**src/shared/thv_params.svh**
```systemverilog
// constants of the trig and hyperbolic vector/rotate unit
`ifndef THV_PARAMS_SVH
`define THV_PARAMS_SVH
// opcode of the unit, octal 37, register_to_register_format only
`define THV_OPCODE 6'h1f
// general register count and operand width
`define THV_REGS 16
`define THV_WORD_W 16
// function field bit positions
`define THV_FN_ROT 0
`define THV_FN_SCALE 1
`define THV_FN_HYP 2
// internal datapath: two guard bits above, two below
`define THV_ACC_W 20
`define THV_GUARD 2
// iteration schedule (shift amounts)
`define THV_TRIG_LAST 5'h0f
`define THV_HYP_FIRST 5'h01
`define THV_HYP_LAST 5'h0f
`define THV_HYP_REP_A 5'h04
`define THV_HYP_REP_B 5'h0d
// gain constants: octal 0.46672 (q15) and octal 1.15217 (q14)
`define THV_K_TRIG 16'h4dba
`define THV_K_TRIG_FRAC 15
`define THV_K_HYP 16'h4d48
`define THV_K_HYP_FRAC 14
// binary_angle_format landmarks
`define THV_ANG_90 17'h04000
`define THV_ANG_180 16'h8000
// operand limits checked by the decoder end
`define THV_POS_MAX 16'h2000
`define THV_HYP_ANG_MAX 16'h2000
`endif

```
**src/shared/thv_pkg.sv**
```systemverilog
// types shared by both ends of the trig/hyperbolic unit
`include "thv_params.svh"
package thv_pkg;
    typedef logic [`THV_WORD_W-1:0] thv_word_t;
    typedef logic signed [`THV_ACC_W-1:0] thv_acc_t;
    typedef logic signed [`THV_WORD_W:0] thv_ang_t;
    typedef enum logic [1:0] {thv_st_idle, thv_st_pre, thv_st_iter, thv_st_scale} thv_state_t;
endpackage

```
**src/shared/thv_if.sv**
```systemverilog
// link between instruction decoder/register file and the unit
`timescale 1ns/1ps
`default_nettype none
interface thv_if;
    logic issue;
    logic [5:0] opcode;
    logic rr_form;
    logic [3:0] base;
    logic [2:0] func;
    thv_pkg::thv_word_t op_y;
    thv_pkg::thv_word_t op_x;
    thv_pkg::thv_word_t op_w;
    logic busy;
    logic wb_en;
    logic [3:0] wb_base;
    thv_pkg::thv_word_t wb_y;
    thv_pkg::thv_word_t wb_x;
    thv_pkg::thv_word_t wb_w;
    modport unit (input issue, opcode, rr_form, base, func, op_y, op_x, op_w,
                  output busy, wb_en, wb_base, wb_y, wb_x, wb_w);
    modport decoder (output issue, opcode, rr_form, base, func, op_y, op_x, op_w,
                     input busy, wb_en, wb_base, wb_y, wb_x, wb_w);
endinterface
`default_nettype wire

```
**src/core/thv_cordic_unit.sv**
```systemverilog
// shift-and-add trig/hyperbolic vector and rotate unit
`timescale 1ns/1ps
`default_nettype none
`include "thv_params.svh"
// Function
// RULE1 - runs only for register_to_register_format opcode 37
// RULE2 - operands are registers base, base+1, base+2
// RULE3 - base is y, base+1 x, base+2 angle
// RULE4 - y and x binary point below bit 15
// RULE5 - hyperbolic angle binary point below bit 14
// RULE6 - coordinates are 16-bit two's complement
// RULE7 - software prescales coordinates against overflow
// RULE8 - angle in binary_angle_format, bit 15 is 180
// RULE9 - angle lsb weighs 90 over 2^14 degrees
// RULE10 - angle may be read as signed two's complement
// RULE11 - negative x, zero y gives angle 0x8000
// RULE12 - positive angle rotates counterclockwise, negative clockwise
// RULE13 - software keeps abs(y/x) below one
// RULE14 - hyperbolic angle is 16-bit two's complement
// RULE15 - software keeps e to the angle in range
// RULE16 - hyperbolic vector angle sign follows y>0
// RULE17 - software keeps positive hyperbolic coordinates <= 0.25
// RULE18 - opposite hyperbolic rotations are mutual inverses
// RULE19 - function field selects one of eight functions
// RULE20 - unscaled results keep gain; clear y or w
// RULE21 - iterate, stall pipeline, write three results together
module thv_cordic_unit #(
    parameter int WORD_W = `THV_WORD_W
) (
    input wire logic i_mclk,
    input wire logic i_rst,
    thv_if.unit ifc
);
    // ****************************************
    // parameter check
    // ****************************************
    generate
        if (WORD_W != 16) begin : g_bad_width
            $error("thv_cordic_unit: angle tables need a 16-bit word");
        end
    endgenerate

    // ****************************************
    // lookup tables
    // ****************************************
    // arctan(2^-i) in binary_angle_format units
    function automatic logic [15:0] atan_tab(input logic [4:0] sh);
        case (sh)
            5'h00: atan_tab = 16'h2000;
            5'h01: atan_tab = 16'h12e4;
            5'h02: atan_tab = 16'h09fb;
            5'h03: atan_tab = 16'h0511;
            5'h04: atan_tab = 16'h028b;
            5'h05: atan_tab = 16'h0146;
            5'h06: atan_tab = 16'h00a3;
            5'h07: atan_tab = 16'h0051;
            5'h08: atan_tab = 16'h0029;
            5'h09: atan_tab = 16'h0014;
            5'h0a: atan_tab = 16'h000a;
            5'h0b: atan_tab = 16'h0005;
            5'h0c: atan_tab = 16'h0003;
            5'h0d: atan_tab = 16'h0001;
            5'h0e: atan_tab = 16'h0001;
            default: atan_tab = 16'h0000;
        endcase
    endfunction

    // artanh(2^-i) with binary point below bit 14, same scale as w
    function automatic logic [15:0] atanh_tab(input logic [4:0] sh);
        case (sh)
            5'h01: atanh_tab = 16'h2328; // [RULE5]
            5'h02: atanh_tab = 16'h1059;
            5'h03: atanh_tab = 16'h080b;
            5'h04: atanh_tab = 16'h0401;
            5'h05: atanh_tab = 16'h0200;
            5'h06: atanh_tab = 16'h0100;
            5'h07: atanh_tab = 16'h0080;
            5'h08: atanh_tab = 16'h0040;
            5'h09: atanh_tab = 16'h0020;
            5'h0a: atanh_tab = 16'h0010;
            5'h0b: atanh_tab = 16'h0008;
            5'h0c: atanh_tab = 16'h0004;
            5'h0d: atanh_tab = 16'h0002;
            5'h0e: atanh_tab = 16'h0001;
            default: atanh_tab = 16'h0000;
        endcase
    endfunction

    // word to accumulator, sign extended with low guard bits
    function automatic thv_pkg::thv_acc_t widen(input thv_pkg::thv_word_t v);
        widen = {{`THV_GUARD{v[15]}}, v, {`THV_GUARD{1'b0}}};
    endfunction

    // ****************************************
    // state
    // ****************************************
    thv_pkg::thv_state_t state_q;
    logic [2:0] fn_q;
    logic [3:0] base_q;
    thv_pkg::thv_acc_t x_q;
    thv_pkg::thv_acc_t y_q;
    thv_pkg::thv_ang_t z_q;
    logic [4:0] sh_q;
    logic rep_q;
    logic neg180_q;
    logic wb_en_q;
    logic [3:0] wb_base_q;
    thv_pkg::thv_word_t wb_y_q;
    thv_pkg::thv_word_t wb_x_q;
    thv_pkg::thv_word_t wb_w_q;

    logic accept;
    logic is_hyp;
    logic is_rot;
    logic d_pos;
    logic last_step;
    logic rep_step;
    thv_pkg::thv_acc_t xs;
    thv_pkg::thv_acc_t ys;
    thv_pkg::thv_ang_t e;
    logic signed [36:0] px;
    logic signed [36:0] py;
    thv_pkg::thv_acc_t fx;
    thv_pkg::thv_acc_t fy;

    // ****************************************
    // decode and step control
    // ****************************************
    assign accept = ifc.issue && ifc.opcode == `THV_OPCODE && ifc.rr_form
                    && state_q == thv_pkg::thv_st_idle; // [RULE1]
    assign is_hyp = fn_q[`THV_FN_HYP]; // [RULE19]
    assign is_rot = fn_q[`THV_FN_ROT];
    // rotate follows the angle sign, vector drives y toward zero
    assign d_pos = is_rot ? !z_q[16] : (y_q <= 0); // [RULE12] [RULE16] [RULE18]
    assign xs = x_q >>> sh_q;
    assign ys = y_q >>> sh_q;
    assign e = {1'b0, is_hyp ? atanh_tab(sh_q) : atan_tab(sh_q)}; // [RULE9]
    assign rep_step = is_hyp && !rep_q && (sh_q == `THV_HYP_REP_A || sh_q == `THV_HYP_REP_B);
    assign last_step = !rep_step && sh_q == (is_hyp ? `THV_HYP_LAST : `THV_TRIG_LAST);
    assign ifc.busy = state_q != thv_pkg::thv_st_idle; // [RULE21]

    // sequencer
    always_ff @(posedge i_mclk) begin
        if (i_rst) begin
            state_q <= thv_pkg::thv_st_idle;
            sh_q <= 5'h00;
            rep_q <= 1'b0;
        end else begin
            unique case (state_q)
                thv_pkg::thv_st_idle: begin
                    if (accept) begin
                        state_q <= thv_pkg::thv_st_pre;
                    end
                end
                thv_pkg::thv_st_pre: begin
                    state_q <= thv_pkg::thv_st_iter;
                    sh_q <= is_hyp ? `THV_HYP_FIRST : 5'h00;
                    rep_q <= 1'b0;
                end
                thv_pkg::thv_st_iter: begin
                    rep_q <= rep_step; // hyperbolic repeats keep convergence
                    if (!rep_step) begin
                        sh_q <= sh_q + 5'h01;
                    end
                    if (last_step) begin
                        state_q <= thv_pkg::thv_st_scale; // [RULE21]
                    end
                end
                thv_pkg::thv_st_scale: begin
                    state_q <= thv_pkg::thv_st_idle;
                end
            endcase
        end
    end

    // ****************************************
    // datapath
    // ****************************************
    // load, quadrant fold, micro-rotations
    always_ff @(posedge i_mclk) begin
        if (i_rst) begin
            fn_q <= 3'h0;
            base_q <= 4'h0;
            x_q <= '0;
            y_q <= '0;
            z_q <= '0;
            neg180_q <= 1'b0;
        end else if (accept) begin
            fn_q <= ifc.func; // [RULE19]
            base_q <= ifc.base; // [RULE2]
            y_q <= widen(ifc.op_y); // [RULE3] [RULE4] [RULE6]
            x_q <= widen(ifc.op_x);
            z_q <= {ifc.op_w[15], ifc.op_w}; // [RULE5] [RULE8] [RULE10] [RULE14]
            neg180_q <= 1'b0;
        end else if (state_q == thv_pkg::thv_st_pre && !is_hyp) begin
            // fold into the +-90 degree range the iterations cover
            if (!is_rot && x_q < 0) begin
                neg180_q <= (y_q == 0); // [RULE11]
                if (y_q > 0) begin
                    x_q <= y_q;
                    y_q <= -x_q;
                    z_q <= z_q + $signed(`THV_ANG_90);
                end else begin
                    x_q <= -y_q;
                    y_q <= x_q;
                    z_q <= z_q - $signed(`THV_ANG_90);
                end
            end else if (is_rot && z_q[15:14] == 2'b01) begin
                x_q <= -y_q; // +90 counterclockwise
                y_q <= x_q;
                z_q <= z_q - $signed(`THV_ANG_90); // [RULE12]
            end else if (is_rot && z_q[15:14] == 2'b10) begin
                x_q <= y_q; // -90 clockwise
                y_q <= -x_q;
                z_q <= z_q + $signed(`THV_ANG_90);
            end
        end else if (state_q == thv_pkg::thv_st_iter) begin
            // trig: x -= d*y>>i ; hyperbolic: x += d*y>>i
            if (d_pos ^ is_hyp) begin
                x_q <= x_q - ys;
            end else begin
                x_q <= x_q + ys;
            end
            y_q <= d_pos ? y_q + xs : y_q - xs;
            z_q <= d_pos ? z_q - e : z_q + e; // [RULE16] [RULE18]
        end
    end

    // ****************************************
    // scaling and write-back
    // ****************************************
    // gain correction multiply for the scaled variants
    assign px = x_q * $signed({1'b0, is_hyp ? `THV_K_HYP : `THV_K_TRIG});
    assign py = y_q * $signed({1'b0, is_hyp ? `THV_K_HYP : `THV_K_TRIG});
    always_comb begin
        if (!fn_q[`THV_FN_SCALE]) begin
            fx = x_q; // [RULE20]
            fy = y_q;
        end else if (is_hyp) begin
            fx = px[`THV_K_HYP_FRAC +: `THV_ACC_W];
            fy = py[`THV_K_HYP_FRAC +: `THV_ACC_W];
        end else begin
            fx = px[`THV_K_TRIG_FRAC +: `THV_ACC_W];
            fy = py[`THV_K_TRIG_FRAC +: `THV_ACC_W];
        end
    end

    // all three results leave in one pulse
    always_ff @(posedge i_mclk) begin
        if (i_rst) begin
            wb_en_q <= 1'b0;
            wb_base_q <= 4'h0;
            wb_y_q <= '0;
            wb_x_q <= '0;
            wb_w_q <= '0;
        end else begin
            wb_en_q <= state_q == thv_pkg::thv_st_scale; // [RULE21]
            if (state_q == thv_pkg::thv_st_scale) begin
                wb_base_q <= base_q; // [RULE2]
                wb_x_q <= fx[`THV_GUARD +: 16];
                wb_y_q <= is_rot ? fy[`THV_GUARD +: 16] : 16'h0000; // [RULE20]
                if (is_rot) begin
                    wb_w_q <= 16'h0000; // [RULE20]
                end else if (neg180_q) begin
                    wb_w_q <= `THV_ANG_180; // [RULE11]
                end else begin
                    wb_w_q <= z_q[15:0];
                end
            end
        end
    end

    assign ifc.wb_en = wb_en_q;
    assign ifc.wb_base = wb_base_q;
    assign ifc.wb_y = wb_y_q;
    assign ifc.wb_x = wb_x_q;
    assign ifc.wb_w = wb_w_q;
endmodule
`default_nettype wire

```
**src/flat_wrapper.sv**
```systemverilog
// flat-port wrapper written by rule: the top's interface ports become plain ports
module thv_cordic_unit_flat 
#(
    parameter int WORD_W = `THV_WORD_W
)
  (i_mclk, i_rst, ifc_issue, ifc_opcode, ifc_rr_form, ifc_base, ifc_func, ifc_op_y, ifc_op_x, ifc_op_w, ifc_busy, ifc_wb_en, ifc_wb_base, ifc_wb_y, ifc_wb_x, ifc_wb_w);
  thv_if ifc_i ();
  input wire logic i_mclk;
  input wire logic i_rst;
  input wire logic [$bits(ifc_i.issue)-1:0] ifc_issue;
  input wire logic [$bits(ifc_i.opcode)-1:0] ifc_opcode;
  input wire logic [$bits(ifc_i.rr_form)-1:0] ifc_rr_form;
  input wire logic [$bits(ifc_i.base)-1:0] ifc_base;
  input wire logic [$bits(ifc_i.func)-1:0] ifc_func;
  input wire logic [$bits(ifc_i.op_y)-1:0] ifc_op_y;
  input wire logic [$bits(ifc_i.op_x)-1:0] ifc_op_x;
  input wire logic [$bits(ifc_i.op_w)-1:0] ifc_op_w;
  output wire logic [$bits(ifc_i.busy)-1:0] ifc_busy;
  output wire logic [$bits(ifc_i.wb_en)-1:0] ifc_wb_en;
  output wire logic [$bits(ifc_i.wb_base)-1:0] ifc_wb_base;
  output wire logic [$bits(ifc_i.wb_y)-1:0] ifc_wb_y;
  output wire logic [$bits(ifc_i.wb_x)-1:0] ifc_wb_x;
  output wire logic [$bits(ifc_i.wb_w)-1:0] ifc_wb_w;
  assign ifc_i.issue = ifc_issue;
  assign ifc_i.opcode = ifc_opcode;
  assign ifc_i.rr_form = ifc_rr_form;
  assign ifc_i.base = ifc_base;
  assign ifc_i.func = ifc_func;
  assign ifc_i.op_y = ifc_op_y;
  assign ifc_i.op_x = ifc_op_x;
  assign ifc_i.op_w = ifc_op_w;
  assign ifc_busy = ifc_i.busy;
  assign ifc_wb_en = ifc_i.wb_en;
  assign ifc_wb_base = ifc_i.wb_base;
  assign ifc_wb_y = ifc_i.wb_y;
  assign ifc_wb_x = ifc_i.wb_x;
  assign ifc_wb_w = ifc_i.wb_w;
  thv_cordic_unit #(.WORD_W(WORD_W)) u_core (.i_mclk(i_mclk), .i_rst(i_rst), .ifc(ifc_i));
endmodule
```
**config.mk**
```make
export PLATFORM = sky130hd
export DESIGN_NAME = thv_cordic_unit_flat
export DESIGN_NICKNAME = d
export VERILOG_FILES = /design/src/shared/thv_pkg.sv /design/src/shared/thv_if.sv /design/src/core/thv_cordic_unit.sv /design/src/flat_wrapper.sv
export VERILOG_INCLUDE_DIRS = /design/src /design/src/shared
export SDC_FILE = /design/constraint.sdc
export NUM_CORES = 2
export LEC_CHECK = 0
export BUFFER_PORTS_ARGS = -buffer_cell sky130_fd_sc_hd__buf_2
export CORE_UTILIZATION = 65
export DETAILED_ROUTE_END_ITERATION = 10
export GPL_TIMING_DRIVEN = 0
export PLACE_DENSITY = 0.86
export REMOVE_ABC_BUFFERS = 1
export SYNTH_ARGS = -nofsm -noshare
export SYNTH_HDL_FRONTEND = slang
export SYNTH_SLANG_ARGS = --single-unit
```
**constraint.sdc**
```tcl
create_clock -name i_mclk -period 8.7 [get_ports i_mclk]
set_clock_uncertainty 0.15 [all_clocks]
set_input_delay 1.74 -clock i_mclk [delete_from_list [all_inputs] [get_ports i_mclk]]
set_output_delay 1.74 -clock i_mclk [all_outputs]
set_load 0.1 [all_outputs]
```
==> summary.txt <==
Global route
  – Congestion Overflow GR: 0
  – Largest net degree at the start of global routing: 95
  – Initial antenna violation count: 4
  – First-pass GRT wire length: 128000 um
  – Vias in the first global route: 24311
  – Tot GR Track Use: 0.373

Timing
  – Final Hold Viols: 0
  – Worst hold slack: 0.307 ns
  – Final setup fails: 0
  – Relative slew slack: 0.103
  – Unrepaired setup endpoints after global routing: no
  – Crit path time final: 8.44 ns
  – Worst Max-Slew Pin Slew: 1.34 ns
  – FMAX: 0.118 GHz
  – Period utilization: 0.970
  – Fin. max-slew vios: 0

Setup path
  – Crit path launch: u_core.y_q[9]
  – R2R depth: 22
  – Crit path launch type: register
  – FF-to-FF End: u_core.ifc.wb_y[14]
  – Crit Reg-Reg Startpoint: u_core.y_q[9]
  – Critical path required time: 8.99 ns
  – Crit path to: u_core.ifc.wb_y[14]
  – Crit Path Max Fanout: 15
  – Type of the worst setup path: reg -> reg
  – Slack of the worst reg-to-reg path: 0.26 ns
  – Critical Path AT: 8.73 ns
  – Crit. End Element: register

Logic synthesis
  – Asr flop ratio synth: 0
  – Synth warn: 0
  – Mapped cell area: 28200 um^2
  – Sequential area share after synthesis: 0.109
  – Post-Syn Area per Cell: 8.30 um^2
  – Post-synth cell types: 82
  – EDFF count, synth: 0
  – Yosys reg bits: 154
  – Mapped Cells: 3400
  – Ys flop type: dfxtp_1

Layout
  – Final core occ: 0.704
  – Most common cell after layout, fill and taps aside: inv_1
  – Commonest non-fill, non-tap cells in the layout: 595 x inv_1, 408 x ha_1, 291 x fa_1
  – Layout cell share with drive strength beyond 1: 0.0749
  – Fill cell count: 3240
  – Inserted Diodes: 0
  – Area Growth Syn to Fin: 5.82%
  – Fin nets: 4156

Routing
  – Initial detailed-routing violation count: 2504
  – Remaining DRCs: 0
  – Final WL: 79800 um
  – Number of routed nets with antenna violations: 0
  – DR vias: 24555
  – Drt wl/cell: 20.0 um
  – Vias per inst: 6.17
  – Pre-antenna DRT Iters: 7

Clocking
  – Reg clk slew, reported paths: 0.08 ns
  – Total CTS buffers: 17
  – Hold buffer count at CTS: 0
  – CTS root buf: clkbuf_16
  – CTS tree: yes
  – H-tree depth: 4
  – Max clock buf depth: 2
  – Clk Latency, worst-skew pair: 0.51 ns
  – CTS Sinks: 154

Place
  – Placer's final routability congestion estimate: 1.01
  – Number of port buffers: 118
  – DP HPWL: 60600 um

Job
  – Maximum Capacitance Violations: 0

Min path
  – Worst hold path type: reg -> reg

Floorplanning
  – Top-level I/O count: 119
  – Die Wd: 210 um
  – CORE AREA: 42400 um^2
  – Die ar.: 44200 um^2
  – Row cnt: 75
  – Initial Util: 0.665
  – Vert. Die Dim: 210 um

Power
  – Leak: 14.8 nW
  – Max IR drop VDD: 0.000137 V
  – PwrDens: 163 nW/um^2

Status
  – Status: finished, final reports clean
-- area by class of cell --
class	count	area [um^2]	area share
Clock buffer	19	454	0.0152
Clock inverter	13	165	0.00553
Inverter	601	2260	0.0757
Multi-Input combinational cell	2483	22300	0.745
Sequential cell	154	3090	0.104
Tap cell	577	722	0.0242
Timing Repair Buffer	134	906	0.0304
-- routing by layer --
metal  GRT usage  wire length (um)  vias to the layer above
li1            -                 -                    11291
met1       0.476             31800                    11695
met2       0.584             35400                     1272
met3      0.0945              8340                      295
met4       0.193              4260                        2
met5           0                13                        -
-- cells by family after synthesis --
logic type,count (synthesis),share of synthesized area
AND/OR/NAND/NOR,801,0.129
buffers and inverters,764,0.103
adder cells (fa/ha/maj),700,0.388
AO/OA/AOI/OAI,673,0.153
XOR/XNOR,210,0.0652
flip-flops,154,0.109
multiplexers,97,0.0522
other,1,0.000133
-- Yosys cell counts, types with 10 or more instances --
cell type | instances | area share
a221oi_1 | 12 | 0.0037
xnor2_1 | 166 | 0.052
dfxtp_1 | 154 | 0.11
nand3_1 | 40 | 0.0071
nand2_1 | 249 | 0.033
clkbuf_1 | 126 | 0.017
a31oi_1 | 40 | 0.0089
and3_1 | 22 | 0.0049
o22ai_1 | 15 | 0.0033
inv_1 | 596 | 0.079
a22oi_1 | 13 | 0.0035
mux2_2 | 12 | 0.0048
ha_1 | 409 | 0.18
a311oi_1 | 10 | 0.0031
buf_1 | 22 | 0.0029
nor3_1 | 73 | 0.013
mux2i_1 | 47 | 0.017
and2_1 | 10 | 0.0022
buf_2 | 11 | 0.0020
nor2b_1 | 51 | 0.011
nor4_1 | 15 | 0.0033
a21oi_1 | 202 | 0.036
o211ai_1 | 24 | 0.0064
a21o_1 | 54 | 0.014
o21a_1 | 19 | 0.0051
a211oi_1 | 32 | 0.0085
nor2_1 | 278 | 0.037
mux4_2 | 35 | 0.028
xor2_1 | 44 | 0.014
fa_1 | 291 | 0.21
nand2b_1 | 12 | 0.0027
o21ai_0 | 140 | 0.025
o21bai_1 | 12 | 0.0032
-- worst min-delay path by stage --
| stage | start | to | slack, ns | cells past startpoint |
|---|---|---|---|---|
| after CTS | u_core.ifc.wb_x[6] | u_core.ifc.wb_x[6] | 0.31 | 2 |
| after global routing | u_core.ifc.wb_x[6] | u_core.ifc.wb_x[6] | 0.34 | 2 |
| after floorplan | u_core.base_q[0] | u_core.base_q[0] | 0.28 | 2 |
| after detailed placement | u_core.ifc.wb_x[6] | u_core.ifc.wb_x[6] | 0.29 | 2 |
| after global placement | u_core.ifc.wb_y[5] | u_core.ifc.wb_y[5] | 0.28 | 2 |
| final | u_core.ifc.wb_y[0] | u_core.ifc.wb_y[0] | 0.31 | 2 |
-- critical path, stage by stage (launching register included) --
cell	delay (ns)
dfxtp_1	1.08
inv_1	0.40
nor2_1	0.59
nand2_1	0.17
fa_1	0.59
inv_1	0.06
fa_1	0.59
fa_1	0.46
fa_1	0.50
inv_1	0.05
fa_1	0.49
inv_1	0.05
ha_1	0.36
nand4_1	0.15
o21bai_1	0.12
o21a_1	0.19
a311oi_1	0.68
o22ai_1	0.29
a221o_1	0.50
a31o_2	0.28
and2_1	0.16
o311a_1	0.29
a31oi_1	0.16
-- timing repair --
action                     CTS  global route
hold endpoints to repair     0             0
setup buffers                0             0
setup endpoints to repair    1             4
resized for setup            1             3
-- power breakdown --
part           internal (mW)  switching (mW)  total, mW
Clock                  0.428           0.393      0.822
Sequential             0.724           0.120      0.845
Combinational           1.29            1.91       3.20
Total                   2.44            2.43       4.87
-- per-stage QoR --
stage | instance area (um^2) | cells | setup WS, ns | total power, mW | setup TNS [ns]
floorplan | 27600 | 3238 | -2.62 | 3.15 | -50.70
global placement | 28900 | 3933 | -7.31 | 3.84 | -473.59
detailed placement | 29200 | 3948 | -0.0294 | 3.93 | -0.0294
CTS | 29800 | 3980 | 0.216 | 4.80 | 0
global route | 29800 | 3981 | 0.0385 | 5.25 | 0
finish | 29800 | 3981 | 0.260 | 4.87 | 0
Power figures use the tool's default switching activity.
